--- src/hdl/sar_ctl_pkg.sv ---
// Constants and types shared by the converter control logic
package sar_ctl_pkg;
  localparam int unsigned RESULT_W = 8;
  localparam int unsigned CHAN_W = 2;
  localparam int unsigned PRESC_W = 3;
  localparam int unsigned TRIG_W = 3;
  localparam int unsigned CYC_W = 5;
  // Converter clock cycles per conversion
  localparam logic [CYC_W-1:0] CONV_NORMAL_CYC = 5'h0d;
  localparam logic [CYC_W-1:0] CONV_FIRST_CYC = 5'h19;
  // Sample point, converter clocks after start
  localparam logic [CYC_W-1:0] SAMPLE_NORMAL_CYC = 5'h03;
  localparam logic [CYC_W-1:0] SAMPLE_FIRST_CYC = 5'h10;
  localparam logic [CYC_W-1:0] SAMPLE_AUTO_CYC = 5'h02;
  // System clocks added for trigger synchronisation
  localparam logic [1:0] TRIG_SYNC_CYC = 2'h3;
  localparam logic [RESULT_W-1:0] RESULT_RST = 8'h00;
  localparam logic [RESULT_W-1:0] RESULT_FULL = 8'hff;
  localparam logic [CHAN_W-1:0] CHAN_RST = 2'h0;
  localparam logic [6:0] DIV_RST = 7'h00;
  // Trigger source code that selects the own completion flag
  localparam logic [TRIG_W-1:0] TRIG_FREE_RUN = 3'h0;
  typedef enum logic [1:0] {
    ST_IDLE = 2'b00,
    ST_WAIT = 2'b01,
    ST_CONV = 2'b10
  } conv_state_e;
endpackage

--- src/hdl/sar_adc_conversion_control.sv ---
// Conversion control for an 8-bit successive-approximation converter
// What this block does and what it relies on
// RQ1: Converter runs only while the power gate bit is clear.
// RQ2: Enable activates converter; channel applies only once enabled.
// RQ3: Each conversion yields an 8-bit unsigned result into result register.
// RQ4: Channel select routes one of four inputs to sample-and-hold.
// RQ5: Start bit begins a conversion, reads one throughout, self clears.
// RQ6: Channel change during conversion applies after it completes.
// RQ7: Auto-trigger rising edge resets prescaler and starts conversion.
// RQ8: Trigger edges during conversion ignored; held level starts nothing.
// RQ9: Trigger flags set regardless of masking; software clears them.
// RQ10: Completion flag as source gives back-to-back conversions.
// RQ11: Start bit works under auto-trigger and reads one when busy.
// RQ12: Prescaler divides per select field, held reset while disabled.
// RQ13: Software keeps converter clock between 50 and 200 kHz.
// RQ14: Start-bit conversion begins at next converter clock edge.
// RQ15: Normal conversion 13 converter clocks, first after enable 25.
// RQ16: Sample at 3 clocks normally, 16 on first conversion.
// RQ17: Completion writes result, sets done flag, clears start bit.
// RQ18: Auto-triggered sample two converter clocks after edge plus sync.
// RQ19: Free running restarts immediately while start bit stays set.
// RQ20: Channel copied continuously, frozen once a conversion starts.
// RQ21: Copying resumes in the last converter clock before done.
// RQ22: Software waits one converter clock after start before reselecting.
// RQ23: Under auto-trigger software changes channel only in safe windows.
// RQ24: Channel codes zero to three pick inputs zero to three.
// RQ25: Inputs above reference saturate the result at all ones.
// RQ26: In noise-reduction sleep, idle enabled converter starts on halt while auto-trigger is off.
// RQ27: Done flag clears on vector taken or writing one.
// RQ28: Done flag with interrupt enable raises an interrupt request.
`timescale 1ns/1ns
module sar_adc_conversion_control
  import sar_ctl_pkg::*;
#(
  parameter int unsigned NUM_TRIG = 8
) (
  input wire logic clk_sys,
  input wire logic reset_n,
  input wire logic converter_power_gate,
  input wire logic converter_enable,
  input wire logic auto_trigger_enable,
  input wire logic [TRIG_W-1:0] trigger_source_select,
  input wire logic [PRESC_W-1:0] clock_divider_select,
  input wire logic [CHAN_W-1:0] channel_select,
  input wire logic start_write,
  input wire logic done_irq_enable,
  input wire logic done_clear_write,
  input wire logic done_vector_taken,
  input wire logic sleep_noise_reduce,
  input wire logic cpu_halted,
  input wire logic [NUM_TRIG-1:0] trigger_flags,
  input wire logic [CHAN_W+RESULT_W-1:0] analog_level [4],
  output logic start_conversion_bit,
  output logic conversion_done_flag,
  output logic [RESULT_W-1:0] conversion_result_register,
  output logic [CHAN_W-1:0] active_channel,
  output logic sample_hold,
  output logic analog_powered,
  output logic irq_request
);

  ////////////////////////////////////////////////////////////////////////
  // Power, trigger edge, prescaler
  conv_state_e state_q, state_d;
  logic run;
  logic trig_sel, trig_prev_q, trig_edge;
  logic [1:0] trig_sync_q;
  logic trig_pend_q;
  logic [6:0] div_q;
  logic adc_tick;
  logic [6:0] div_mask;
  logic first_q;
  logic auto_q;
  logic [CYC_W-1:0] cyc_q;
  logic [CYC_W-1:0] conv_len, sample_at;
  logic last_cyc, done_evt, busy;
  logic sleep_start, sleep_prev_q;
  logic [CHAN_W-1:0] chan_tmp_q;
  logic [CHAN_W+RESULT_W-1:0] level_sel;
  logic [RESULT_W-1:0] held_q;
  logic free_src, start_req_q, launch;

  assign run = converter_enable & ~converter_power_gate; // [RQ1] [RQ2]
  assign analog_powered = run;
  // Own completion flag as source; otherwise a trigger flag by index
  assign free_src = (trigger_source_select == TRIG_FREE_RUN);
  assign trig_sel = trigger_flags[trigger_source_select];
  // Flags are sampled from other logic on this clock; edge is on flag level
  assign trig_edge = run & auto_trigger_enable & ~free_src & trig_sel &
                     ~trig_prev_q; // [RQ7] [RQ9]

  // Divide by 2**(select), select 0 behaves as 1 -> divide by 2
  assign div_mask = (clock_divider_select == 3'h0) ? 7'h01 :
                    7'((8'h01 << clock_divider_select) - 8'h01);
  assign adc_tick = run & ((div_q & div_mask) == div_mask); // [RQ12]

  ////////////////////////////////////////////////////////////////////////
  // Conversion sequencing
  assign conv_len = first_q ? CONV_FIRST_CYC : CONV_NORMAL_CYC; // [RQ15]
  assign sample_at = auto_q ? SAMPLE_AUTO_CYC :
                     (first_q ? SAMPLE_FIRST_CYC :
                      SAMPLE_NORMAL_CYC); // [RQ16] [RQ18]
  assign last_cyc = (state_q == ST_CONV) &&
                    (cyc_q == conv_len - 5'h01);
  assign done_evt = last_cyc & adc_tick;
  assign busy = (state_q != ST_IDLE);
  assign sleep_start = run & sleep_noise_reduce & cpu_halted &
                       ~sleep_prev_q & ~busy & ~auto_trigger_enable; // [RQ26]
  // Start request from software, sleep, or a synchronised trigger; free running restarts in the state machine
  assign launch = start_req_q | trig_pend_q;

  always_comb begin
    state_d = state_q;
    unique case (state_q)
      ST_IDLE: if (launch && run) state_d = ST_WAIT;
      ST_WAIT: if (adc_tick) state_d = ST_CONV; // [RQ14]
      ST_CONV: if (done_evt) begin
        // Back to back only for own-flag source with start still set
        if (auto_trigger_enable && free_src) state_d = ST_CONV; // [RQ10] [RQ19]
        else state_d = ST_IDLE;
      end
      default: state_d = ST_IDLE;
    endcase
    if (!run) state_d = ST_IDLE;
  end

  // Channel path: 4-way select; codes map in order
  assign level_sel = analog_level[active_channel]; // [RQ4] [RQ24]

  ////////////////////////////////////////////////////////////////////////
  // Registers
  logic trig_take, idle_launch, chan_open, sample_now;
  // A trigger counts only while idle; edges during a conversion drop
  assign trig_take = trig_edge & ~busy; // [RQ8]
  assign idle_launch = (state_q == ST_IDLE) & launch;
  assign chan_open = run & ((state_q != ST_CONV) | last_cyc);
  assign sample_now = (state_q == ST_CONV) & adc_tick & (cyc_q == sample_at);

  always_ff @(posedge clk_sys or negedge reset_n) begin
    if (!reset_n) begin
      div_q <= DIV_RST;
    end else if (!run || trig_take) begin
      div_q <= DIV_RST; // [RQ7] [RQ12]
    end else begin
      div_q <= div_q + 7'h01;
    end
  end

  always_ff @(posedge clk_sys or negedge reset_n) begin
    if (!reset_n) begin
      state_q <= ST_IDLE;
    end else begin
      state_q <= state_d;
    end
  end

  // Previous flag level; a held level never looks like a new edge
  always_ff @(posedge clk_sys or negedge reset_n) begin
    if (!reset_n) begin
      trig_prev_q <= 1'b0;
    end else begin
      trig_prev_q <= trig_sel; // [RQ8]
    end
  end

  always_ff @(posedge clk_sys or negedge reset_n) begin
    if (!reset_n) begin
      sleep_prev_q <= 1'b0;
    end else begin
      sleep_prev_q <= sleep_noise_reduce & cpu_halted;
    end
  end

  // Synchronisation delay before the trigger reaches the sequencer
  always_ff @(posedge clk_sys or negedge reset_n) begin
    if (!reset_n) begin
      trig_sync_q <= 2'h0;
    end else if (trig_take) begin
      trig_sync_q <= TRIG_SYNC_CYC; // [RQ18]
    end else if (trig_sync_q != 2'h0) begin
      trig_sync_q <= trig_sync_q - 2'h1;
    end
  end

  always_ff @(posedge clk_sys or negedge reset_n) begin
    if (!reset_n) begin
      trig_pend_q <= 1'b0;
    end else begin
      trig_pend_q <= (trig_sync_q == 2'h1) & run; // [RQ18]
    end
  end

  always_ff @(posedge clk_sys or negedge reset_n) begin
    if (!reset_n) begin
      start_req_q <= 1'b0;
    end else if (!run || idle_launch) begin
      start_req_q <= 1'b0;
    end else if (start_write || sleep_start) begin
      start_req_q <= 1'b1; // [RQ11]
    end
  end

  // First conversion after enable runs long for analog settling
  always_ff @(posedge clk_sys or negedge reset_n) begin
    if (!reset_n) begin
      first_q <= 1'b1;
    end else if (!run) begin
      first_q <= 1'b1; // [RQ15]
    end else if (done_evt) begin
      first_q <= 1'b0;
    end
  end

  always_ff @(posedge clk_sys or negedge reset_n) begin
    if (!reset_n) begin
      auto_q <= 1'b0;
    end else if (idle_launch) begin
      auto_q <= trig_pend_q & ~start_req_q; // [RQ18]
    end else if (done_evt) begin
      auto_q <= 1'b0;
    end
  end

  always_ff @(posedge clk_sys or negedge reset_n) begin
    if (!reset_n) begin
      cyc_q <= 5'h00;
    end else if (state_q != ST_CONV || done_evt) begin
      cyc_q <= 5'h00;
    end else if (adc_tick) begin
      cyc_q <= cyc_q + 5'h01;
    end
  end

  // Start bit: set by request, held while busy, cleared at a completion that returns to idle
  always_ff @(posedge clk_sys or negedge reset_n) begin
    if (!reset_n) begin
      start_conversion_bit <= 1'b0;
    end else if (!run) begin
      start_conversion_bit <= 1'b0;
    end else if (start_write || sleep_start || launch) begin
      start_conversion_bit <= 1'b1; // [RQ5] [RQ11]
    end else if (done_evt && state_d == ST_IDLE) begin
      start_conversion_bit <= 1'b0; // [RQ17]
    end
  end

  // Done flag: hardware set wins over a clear in the same cycle
  always_ff @(posedge clk_sys or negedge reset_n) begin
    if (!reset_n) begin
      conversion_done_flag <= 1'b0;
    end else if (done_evt) begin
      conversion_done_flag <= 1'b1; // [RQ17]
    end else if (done_clear_write || done_vector_taken) begin
      conversion_done_flag <= 1'b0; // [RQ27]
    end
  end

  assign irq_request = conversion_done_flag & done_irq_enable; // [RQ28]

  // Channel copy runs every cycle; active channel loads while running, outside ST_CONV and in its last cycle, frozen otherwise
  always_ff @(posedge clk_sys or negedge reset_n) begin
    if (!reset_n) begin
      chan_tmp_q <= CHAN_RST;
    end else begin
      chan_tmp_q <= channel_select; // [RQ20]
    end
  end

  always_ff @(posedge clk_sys or negedge reset_n) begin
    if (!reset_n) begin
      active_channel <= CHAN_RST;
    end else if (chan_open) begin
      active_channel <= chan_tmp_q; // [RQ2] [RQ6] [RQ20] [RQ21]
    end
  end

  always_ff @(posedge clk_sys or negedge reset_n) begin
    if (!reset_n) begin
      sample_hold <= 1'b0;
    end else begin
      sample_hold <= sample_now; // [RQ16]
    end
  end

  // Sample, then saturate above-reference levels to full code
  always_ff @(posedge clk_sys or negedge reset_n) begin
    if (!reset_n) begin
      held_q <= RESULT_RST;
    end else if (sample_hold) begin
      held_q <= (level_sel[CHAN_W+RESULT_W-1:RESULT_W] != 2'h0) ?
                RESULT_FULL : level_sel[RESULT_W-1:0]; // [RQ25]
    end
  end

  // Result only moves at completion, so software never sees a half value
  always_ff @(posedge clk_sys or negedge reset_n) begin
    if (!reset_n) begin
      conversion_result_register <= RESULT_RST;
    end else if (done_evt) begin
      conversion_result_register <= held_q; // [RQ3] [RQ17]
    end
  end

endmodule

--- config.mk ---
export PLATFORM = sky130hd
export DESIGN_NAME = sar_adc_conversion_control
export DESIGN_NICKNAME = d
export VERILOG_FILES = /design/src/hdl/sar_ctl_pkg.sv /design/src/hdl/sar_adc_conversion_control.sv
export SDC_FILE = /design/constraint.sdc
export NUM_CORES = 1
export LEC_CHECK = 0
export BUFFER_PORTS_ARGS = -buffer_cell sky130_fd_sc_hd__buf_2
export CORE_MARGIN = 5
export CORE_UTILIZATION = 54
export CTS_CLUSTER_DIAMETER = 50
export DETAILED_ROUTE_END_ITERATION = 6
export PLACE_DENSITY = 0.85
export REMOVE_ABC_BUFFERS = 1
export SETUP_SLACK_MARGIN = 0.05
export SYNTH_ARGS = -nofsm -noshare
export SYNTH_HDL_FRONTEND = slang
export SYNTH_SLANG_ARGS = --single-unit
--- constraint.sdc ---
create_clock -name clk_sys -period 4.1 [get_ports clk_sys]
set_input_delay 0.205 -clock clk_sys [delete_from_list [all_inputs] [get_ports clk_sys]]
set_output_delay 0.205 -clock clk_sys [all_outputs]
set_load 0.01 [all_outputs]
==> impl_metrics.tcl, run 1 <==
set metrics [dict create \
    start_util_pct 54.87 \
    post_drt_wl_per_cell_um 16.87 \
    fmax_mhz 467.9 \
    yosysTopAreaCell "dfrtp_1" \
    multi_input_area_um2 1161 \
    p_leak_uw 0.001484 \
    slew_headroom_pct 35.67 \
    timing.critical_path.buf_inv 0 \
    register_area_um2 1127 \
    slew_violations 0 \
    fin_crit_sh_pct 52.13 \
    die_w_um 75.83 \
    netlist_top_cells_count "dfrtp_1, nand2_1, nor2_1, and2_1, mux4_2" \
    finalHoldViolCount 0 \
    tritoncts "yes" \
    clkLatencyLatePin_ps 310 \
    synth_top_flop_cell "dfrtp_1" \
    cpPeakStageDelay_ps 630 \
    die_h_um 75.83 \
    clkTransAtPathRegs_ps 90 \
    cp_data_arrival_time_ps 2330 \
    viasPerCell 5.666 \
    numCtsBuffers 5 \
    grt_use_total_pct 20.64 \
    firstDrtPassIters 4 \
    grt_pass1_wl_um 8763 \
    async_flop_share_pct 100.0 \
    ioPinCount 82 \
    maxCapViolations 0 \
    fill_cells 330 \
    grt_max_degree 46 \
    total_power_uw 1073 \
    dieArea_um2 5749 \
    grt_setup_unrepaired "no" \
    cp_cell_sequence "nand2_1 -> o211ai_1 -> nand4_1 -> or3_4 -> mux2_1" \
    drt_iter0_drc 84 \
    synth_cells 192 \
    cts_buffer_depth 2 \
    root_buffer "clkbuf_8" \
    wl_um 5549 \
    finalSetupViolCount 0 \
    worstMarginPinSlew_ps 964.9 \
    grt-ovfl-total 0 \
    peakVddDrop_uv 262.5 \
    cts_num_sinks 45 \
    finalCriticalPeriod_ps 2137 \
    fin_nets 348 \
    place.port_buffers 81 \
    synth_edf_count 0 \
    area_growth_pct 25.08 \
    drt_drc_violations_left 0 \
    cp_top_family "simple AND/OR/NAND/NOR gates" \
    n_antenna_cell 0 \
    power_density_nw_per_um2 366.6 \
    antenna_found_initial 0 \
    crit_required_ps 4290 \
    grt_pass1_vias 1952 \
    synthTopCellsByArea "dfrtp_1, mux4_2, mux2_4, o22a_1, and2_1" \
    layout-drive-gt1-share_pct 41.88 \
    ys_seq_area_share_pct 48.18 \
    startpoint_type "flip-flop" \
    ctsHtreeMaxLevel 2 \
    yosysWarnings 0 \
    finalWeightedCongestion 0.8724 \
    num_rows 24 \
    synth.most_common_cell "dfrtp_1" \
    min_path_type "in2reg" \
    status "finished, final reports clean" \
    cpMaxStageDelayCell "or3_4" \
    cts_setup_buffers 0 \
    antenna_left 0 \
    route.vias.total 1864 \
    end_kind "flip-flop" \
    synth_cell_types 51 \
    ys_seq_elements 45 \
    yosysTopAreaCellShare_pct 47.06 \
    core_area_um2 4264 \
    dp_slack_ps 1961 \
    postSynthAreaPerCell_um2 12.19 \
    path_class "reg2reg" \
    critPathMaxFanout 12 \
    fin_ws_ps 1963 \
    finalClockSkew_ps 9.765 \
    setup_tns_ps 0 \
    netlist_area_um2 2340 \
    dp_hpwl_um 4237 \
]
metrics by stage:
stage          hold slack (ps)  utilization [%]  area, um^2  cells
2_1_floorplan           -90.59                -        2312    187
3_3_place_gp             318.0            65.26        2783    320
3_5_place_dp             316.0            65.26        2783    320
4_1_cts                  2.094            68.63        2927    329
5_1_grt                  5.448            68.63        2927    329
6_report                 10.07            68.63        2927    329
per-layer routing:
layer | wire length [um] | part of all wire [%] | vias to the layer above | track usage (%)
met5 | 0 | 0 | - | 0
met4 | 119 | 2.1 | 0 | 7.767
met3 | 256 | 4.6 | 12 | 4.749
met2 | 3002 | 54 | 47 | 38.12
met1 | 2171 | 39 | 922 | 22.80
li1 | - | - | 883 | -
logic make-up after synthesis:
group / after synthesis / share of synthesized area [%]
and+or+nand+nor: 69 / 16.42
DFF: 45 / 48.18
AOI/OAI and AO/OA: 34 / 11.28
muxes: 23 / 17.01
buffers and inverters: 10 / 2.192
xor gates and xnor gates: 6 / 2.246
adders and majority gates: 5 / 2.674
cell usage in the layout (no fill, tap or decap), types with 4 or more instances in the layout:
master,instances
dfrtp_1,44
mux2_2,5
mux4_2,10
xnor2_1,4
clkbuf_8,5
inv_1,4
nor3_1,6
and2_1,10
buf_2,81
nor2_1,12
ha_1,5
o22a_1,8
nor2b_1,5
nand2_1,13
nand3_1,5
a21oi_1,6
mux2_4,7
path summary, 6_finish.rpt:
check                                  start                       endpoint  slack [ps]  cells past startpoint
max in group asynchronous            reset_n                     state_q[0]        3440                      1
max reg2reg                         div_q[4]  conversion_result_register[7]        1960                      5
min                        channel_select[0]                  chan_tmp_q[0]          10                      1
max                                 div_q[4]  conversion_result_register[7]        1960                      5
min reg2reg                    chan_tmp_q[1]              active_channel[1]         490                      1
min in group asynchronous            reset_n                      held_q[4]          40                      1
what timing repair did:
item	CTS	global route
resized for setup	0	0
hold endpoints to repair	1	0
hold buffers	1	0
worst reg2reg max path, cell delays in order, from the launching register on:
cell      delay, ps
dfrtp_1         410
nand2_1          70
o211ai_1        190
nand4_1         390
or3_4           630
mux2_1          350
sequential cells by signal, summed over array words and instances (netlist names), 2 cells and up:
name and count:
conversion_result_register 8, held_q 8, div_q 7, cyc_q 5
active_channel 2, chan_tmp_q 2, state_q 2, trig_sync_q 2
power breakdown:
group	internal (uW)	total (uW)	switching [uW]	leakage, uW
registers	469	501	31.3	0.000604
logic	101	176	74.8	0.000811
clock network	242	396	154	0.0000681
total	813	1070	260	0.00148
final cells by class:
class / instances / share of cell area [%]
Sequential cell: 45 / 38.52
Clock inverter: 3 / 2.223
Tap cell: 52 / 2.223
Timing Repair Buffer: 82 / 14.19
Multi-Input combinational cell: 137 / 39.67
Inverter: 5 / 0.8123
Clock buffer: 5 / 2.351
Note: power is estimated with default switching activity, not from simulation.
==> run 2, diff against run 1 <==
--- a/config.mk
+++ b/config.mk
@@ -7,10 +7,10 @@
 export LEC_CHECK = 0
 export BUFFER_PORTS_ARGS = -buffer_cell sky130_fd_sc_hd__buf_2
 export CORE_MARGIN = 5
-export CORE_UTILIZATION = 54
+export CORE_UTILIZATION = 50
 export CTS_CLUSTER_DIAMETER = 50
 export DETAILED_ROUTE_END_ITERATION = 6
-export PLACE_DENSITY = 0.85
+export PLACE_DENSITY = 0.8
 export REMOVE_ABC_BUFFERS = 1
 export SETUP_SLACK_MARGIN = 0.05
 export SYNTH_ARGS = -nofsm -noshare
==> constraint.sdc (replaced) <==
create_clock -name clk_sys -period 2.1 [get_ports clk_sys]
set_input_delay 0.105 -clock clk_sys [delete_from_list [all_inputs] [get_ports clk_sys]]
set_output_delay 0.105 -clock clk_sys [all_outputs]
set_load 0.01 [all_outputs]
==> run 2 against run 1 <==
Global-route usage is 3.5 points lower. Critical endpoint unchanged. Cell area up 1.1%. Setup slack got worse by 1800 ps. Total power rose by 85%. Non-clock buffer count grew 6. Critical path type unchanged. Sequential share of layout area down 0.42 points. Combinational power increased by 93%. Fmax is 13% higher. Count of clock-buffer cells in the layout did not move.
==> impl_metrics.tcl, run 2 (synthesized netlist as in run 1, its figures left out) <==
set metrics [dict create \
    antenna_left 0 \
    cts_resized 0 \
    finalHoldViolCount 0 \
    firstDrtPassIters 4 \
    clkLatencyLatePin_ps 300 \
    ctsHtreeMaxLevel 2 \
    dp_hpwl_um 4122 \
    place.port_buffers 81 \
    start_util_pct 52.65 \
    cts_setup_buffers 0 \
    cp_cell_sequence "and3b_1 -> o211ai_1 -> or3_4 -> mux2_1" \
    finalSetupViolCount 0 \
    status "finished, final reports clean" \
    numCtsBuffers 5 \
    fin_area_um2 2959 \
    postPlaceCellArea_um2 2813 \
    slew_violations 0 \
    finish.utilization_pct 66.58 \
    layout-drive-gt1-share_pct 42.40 \
    dieArea_um2 6147 \
    power_density_nw_per_um2 670.2 \
    core_area_um2 4444 \
    fmax_mhz 527.3 \
    hold_start "sleep_noise_reduce" \
    path_class "reg2reg" \
    grt_setup_unrepaired "no" \
    startpoint "first_q" \
    combinationalPowerShare_pct 17.2 \
    pwr-share-seq_pct 49.3 \
    total_power_uw 1983 \
    timing.critical_path.buf_inv 0 \
    num_rows 24 \
    drt_drc_violations_left 0 \
    n_antenna_cell 0 \
    die_w_um 78.41 \
    cpPeakStageDelay_ps 570 \
    viasPerCell 5.570 \
    final_cell_mix "buf_2, dfrtp_1, nand2_1" \
    slew_headroom_pct 57.50 \
    end_kind "flip-flop" \
    maxCapViolations 0 \
    tritoncts "yes" \
    post_drt_wl_per_cell_um 15.49 \
    cpMaxStageDelayCell "dfstp_2" \
    finalWeightedCongestion 0.8556 \
    finalClockSkew_ps 10.25 \
    min_path_type "in2reg" \
    clkTransAtPathRegs_ps 90 \
    p_switching_uw 502.2 \
    ioPinCount 82 \
    antenna_found_initial 0 \
    final_common_cell "buf_2" \
    p_leak_uw 0.001502 \
    r2r_start "first_q" \
    drt_iter0_drc 113 \
    startpoint_type "flip-flop" \
    crit_required_ps 2290 \
    reg_top3 "conversion_result_register x8, held_q x8, div_q x7" \
    p_sw_share_pct 25.32 \
    timing.hold.ws_ps 40.29 \
    area_growth_pct 26.47 \
    route.vias.total 1866 \
    finalCriticalPeriod_ps 1896 \
    die_h_um 78.41 \
    grt_pass1_vias 1917 \
    fill_cells 361 \
    grt_max_degree 20 \
    intPower_uw 1481 \
    wl_um 5190 \
    cts_buffer_depth 2 \
    grt_use_total_pct 17.11 \
    peakVddDrop_uv 497.2 \
    worstMarginPinSlew_ps 637.6 \
    critPathMaxFanout 11 \
    root_buffer "clkbuf_8" \
    grt-ovfl-total 0 \
    fin_nets 354 \
    fin_crit_sh_pct 90.30 \
    cp_top_family "simple AND/OR/NAND/NOR gates" \
    cts_num_sinks 45 \
    setup_tns_ps 0 \
    p_clk_share_pct 33.5 \
    grt_pass1_wl_um 8473 \
    cp_data_arrival_time_ps 2080 \
]
[run 2: cell count changes in the layout (fill, tap and decap cells not counted)]
| cell | before | now |
|---|---|---|
| buf_4 | 0 | 4 |
| dlygate4sd3_1 | 1 | 3 |
| inv_6 | 0 | 2 |
| bufinv_16 | 2 | 1 |
| clkinv_2 | 1 | 0 |
[run 2: path summary, 6_finish.rpt]
kind                                                 end  slack (ps)  depth (start not counted)
hold reg to reg                        active_channel[0]         490                          1
min in group asynchronous                  chan_tmp_q[0]         260                          2
hold / removal                              sleep_prev_q          40                          2
setup / recovery           conversion_result_register[7]         200                          4
max in group asynchronous           conversion_done_flag        1300                          3
setup reg to reg           conversion_result_register[7]         200                          4
[run 2: power groups by stage]
stage,sequential [uW],clock (uW),combinational [uW]
3_3_place_gp,991,0,325
2_1_floorplan,984,0,211
6_report,978,665,340
3_5_place_dp,994,0,338
4_1_cts,977,681,349
5_1_grt,985,729,377
[run 2: repair_timing]
item / 4_1_cts / 5_1_grt
hold endpoints to repair: 18 / 0
hold buffers: 3 / 0
setup endpoints to repair: 0 / 0
[run 2: worst reg2reg max path: stages, from the launching register on]
cell      delay, ps
dfstp_2         570
and3b_1         170
o211ai_1        180
or3_4           520
mux2_1          350
[run 2: stage by stage]
stage,instances,setup slack (ps)
floorplan,187,214.3
global placement,324,279.3
detailed placement,324,227.6
CTS,335,200.8
global route,335,104.2
finish,335,203.7
[run 2: per-layer routing]
metal | up-vias | GRT usage (%) | routed length, um
met5 | - | 0 | 0
met4 | 0 | 3.497 | 44
met3 | 4 | 3.318 | 193
met2 | 51 | 31.85 | 2823
met1 | 916 | 20.58 | 2128
li1 | 895 | - | -
[run 2: layout make-up]
cell class | count | area (um^2) | share of cell area [%]
well taps | 52 | 65.06 | 2.199
clock buffers | 5 | 68.82 | 2.326
flip-flops and latches | 45 | 1127 | 38.10
repair buffers | 88 | 465.4 | 15.73
multi-input cells | 137 | 1161 | 39.24
inverters | 5 | 23.77 | 0.8034
clock inverters | 3 | 47.55 | 1.607
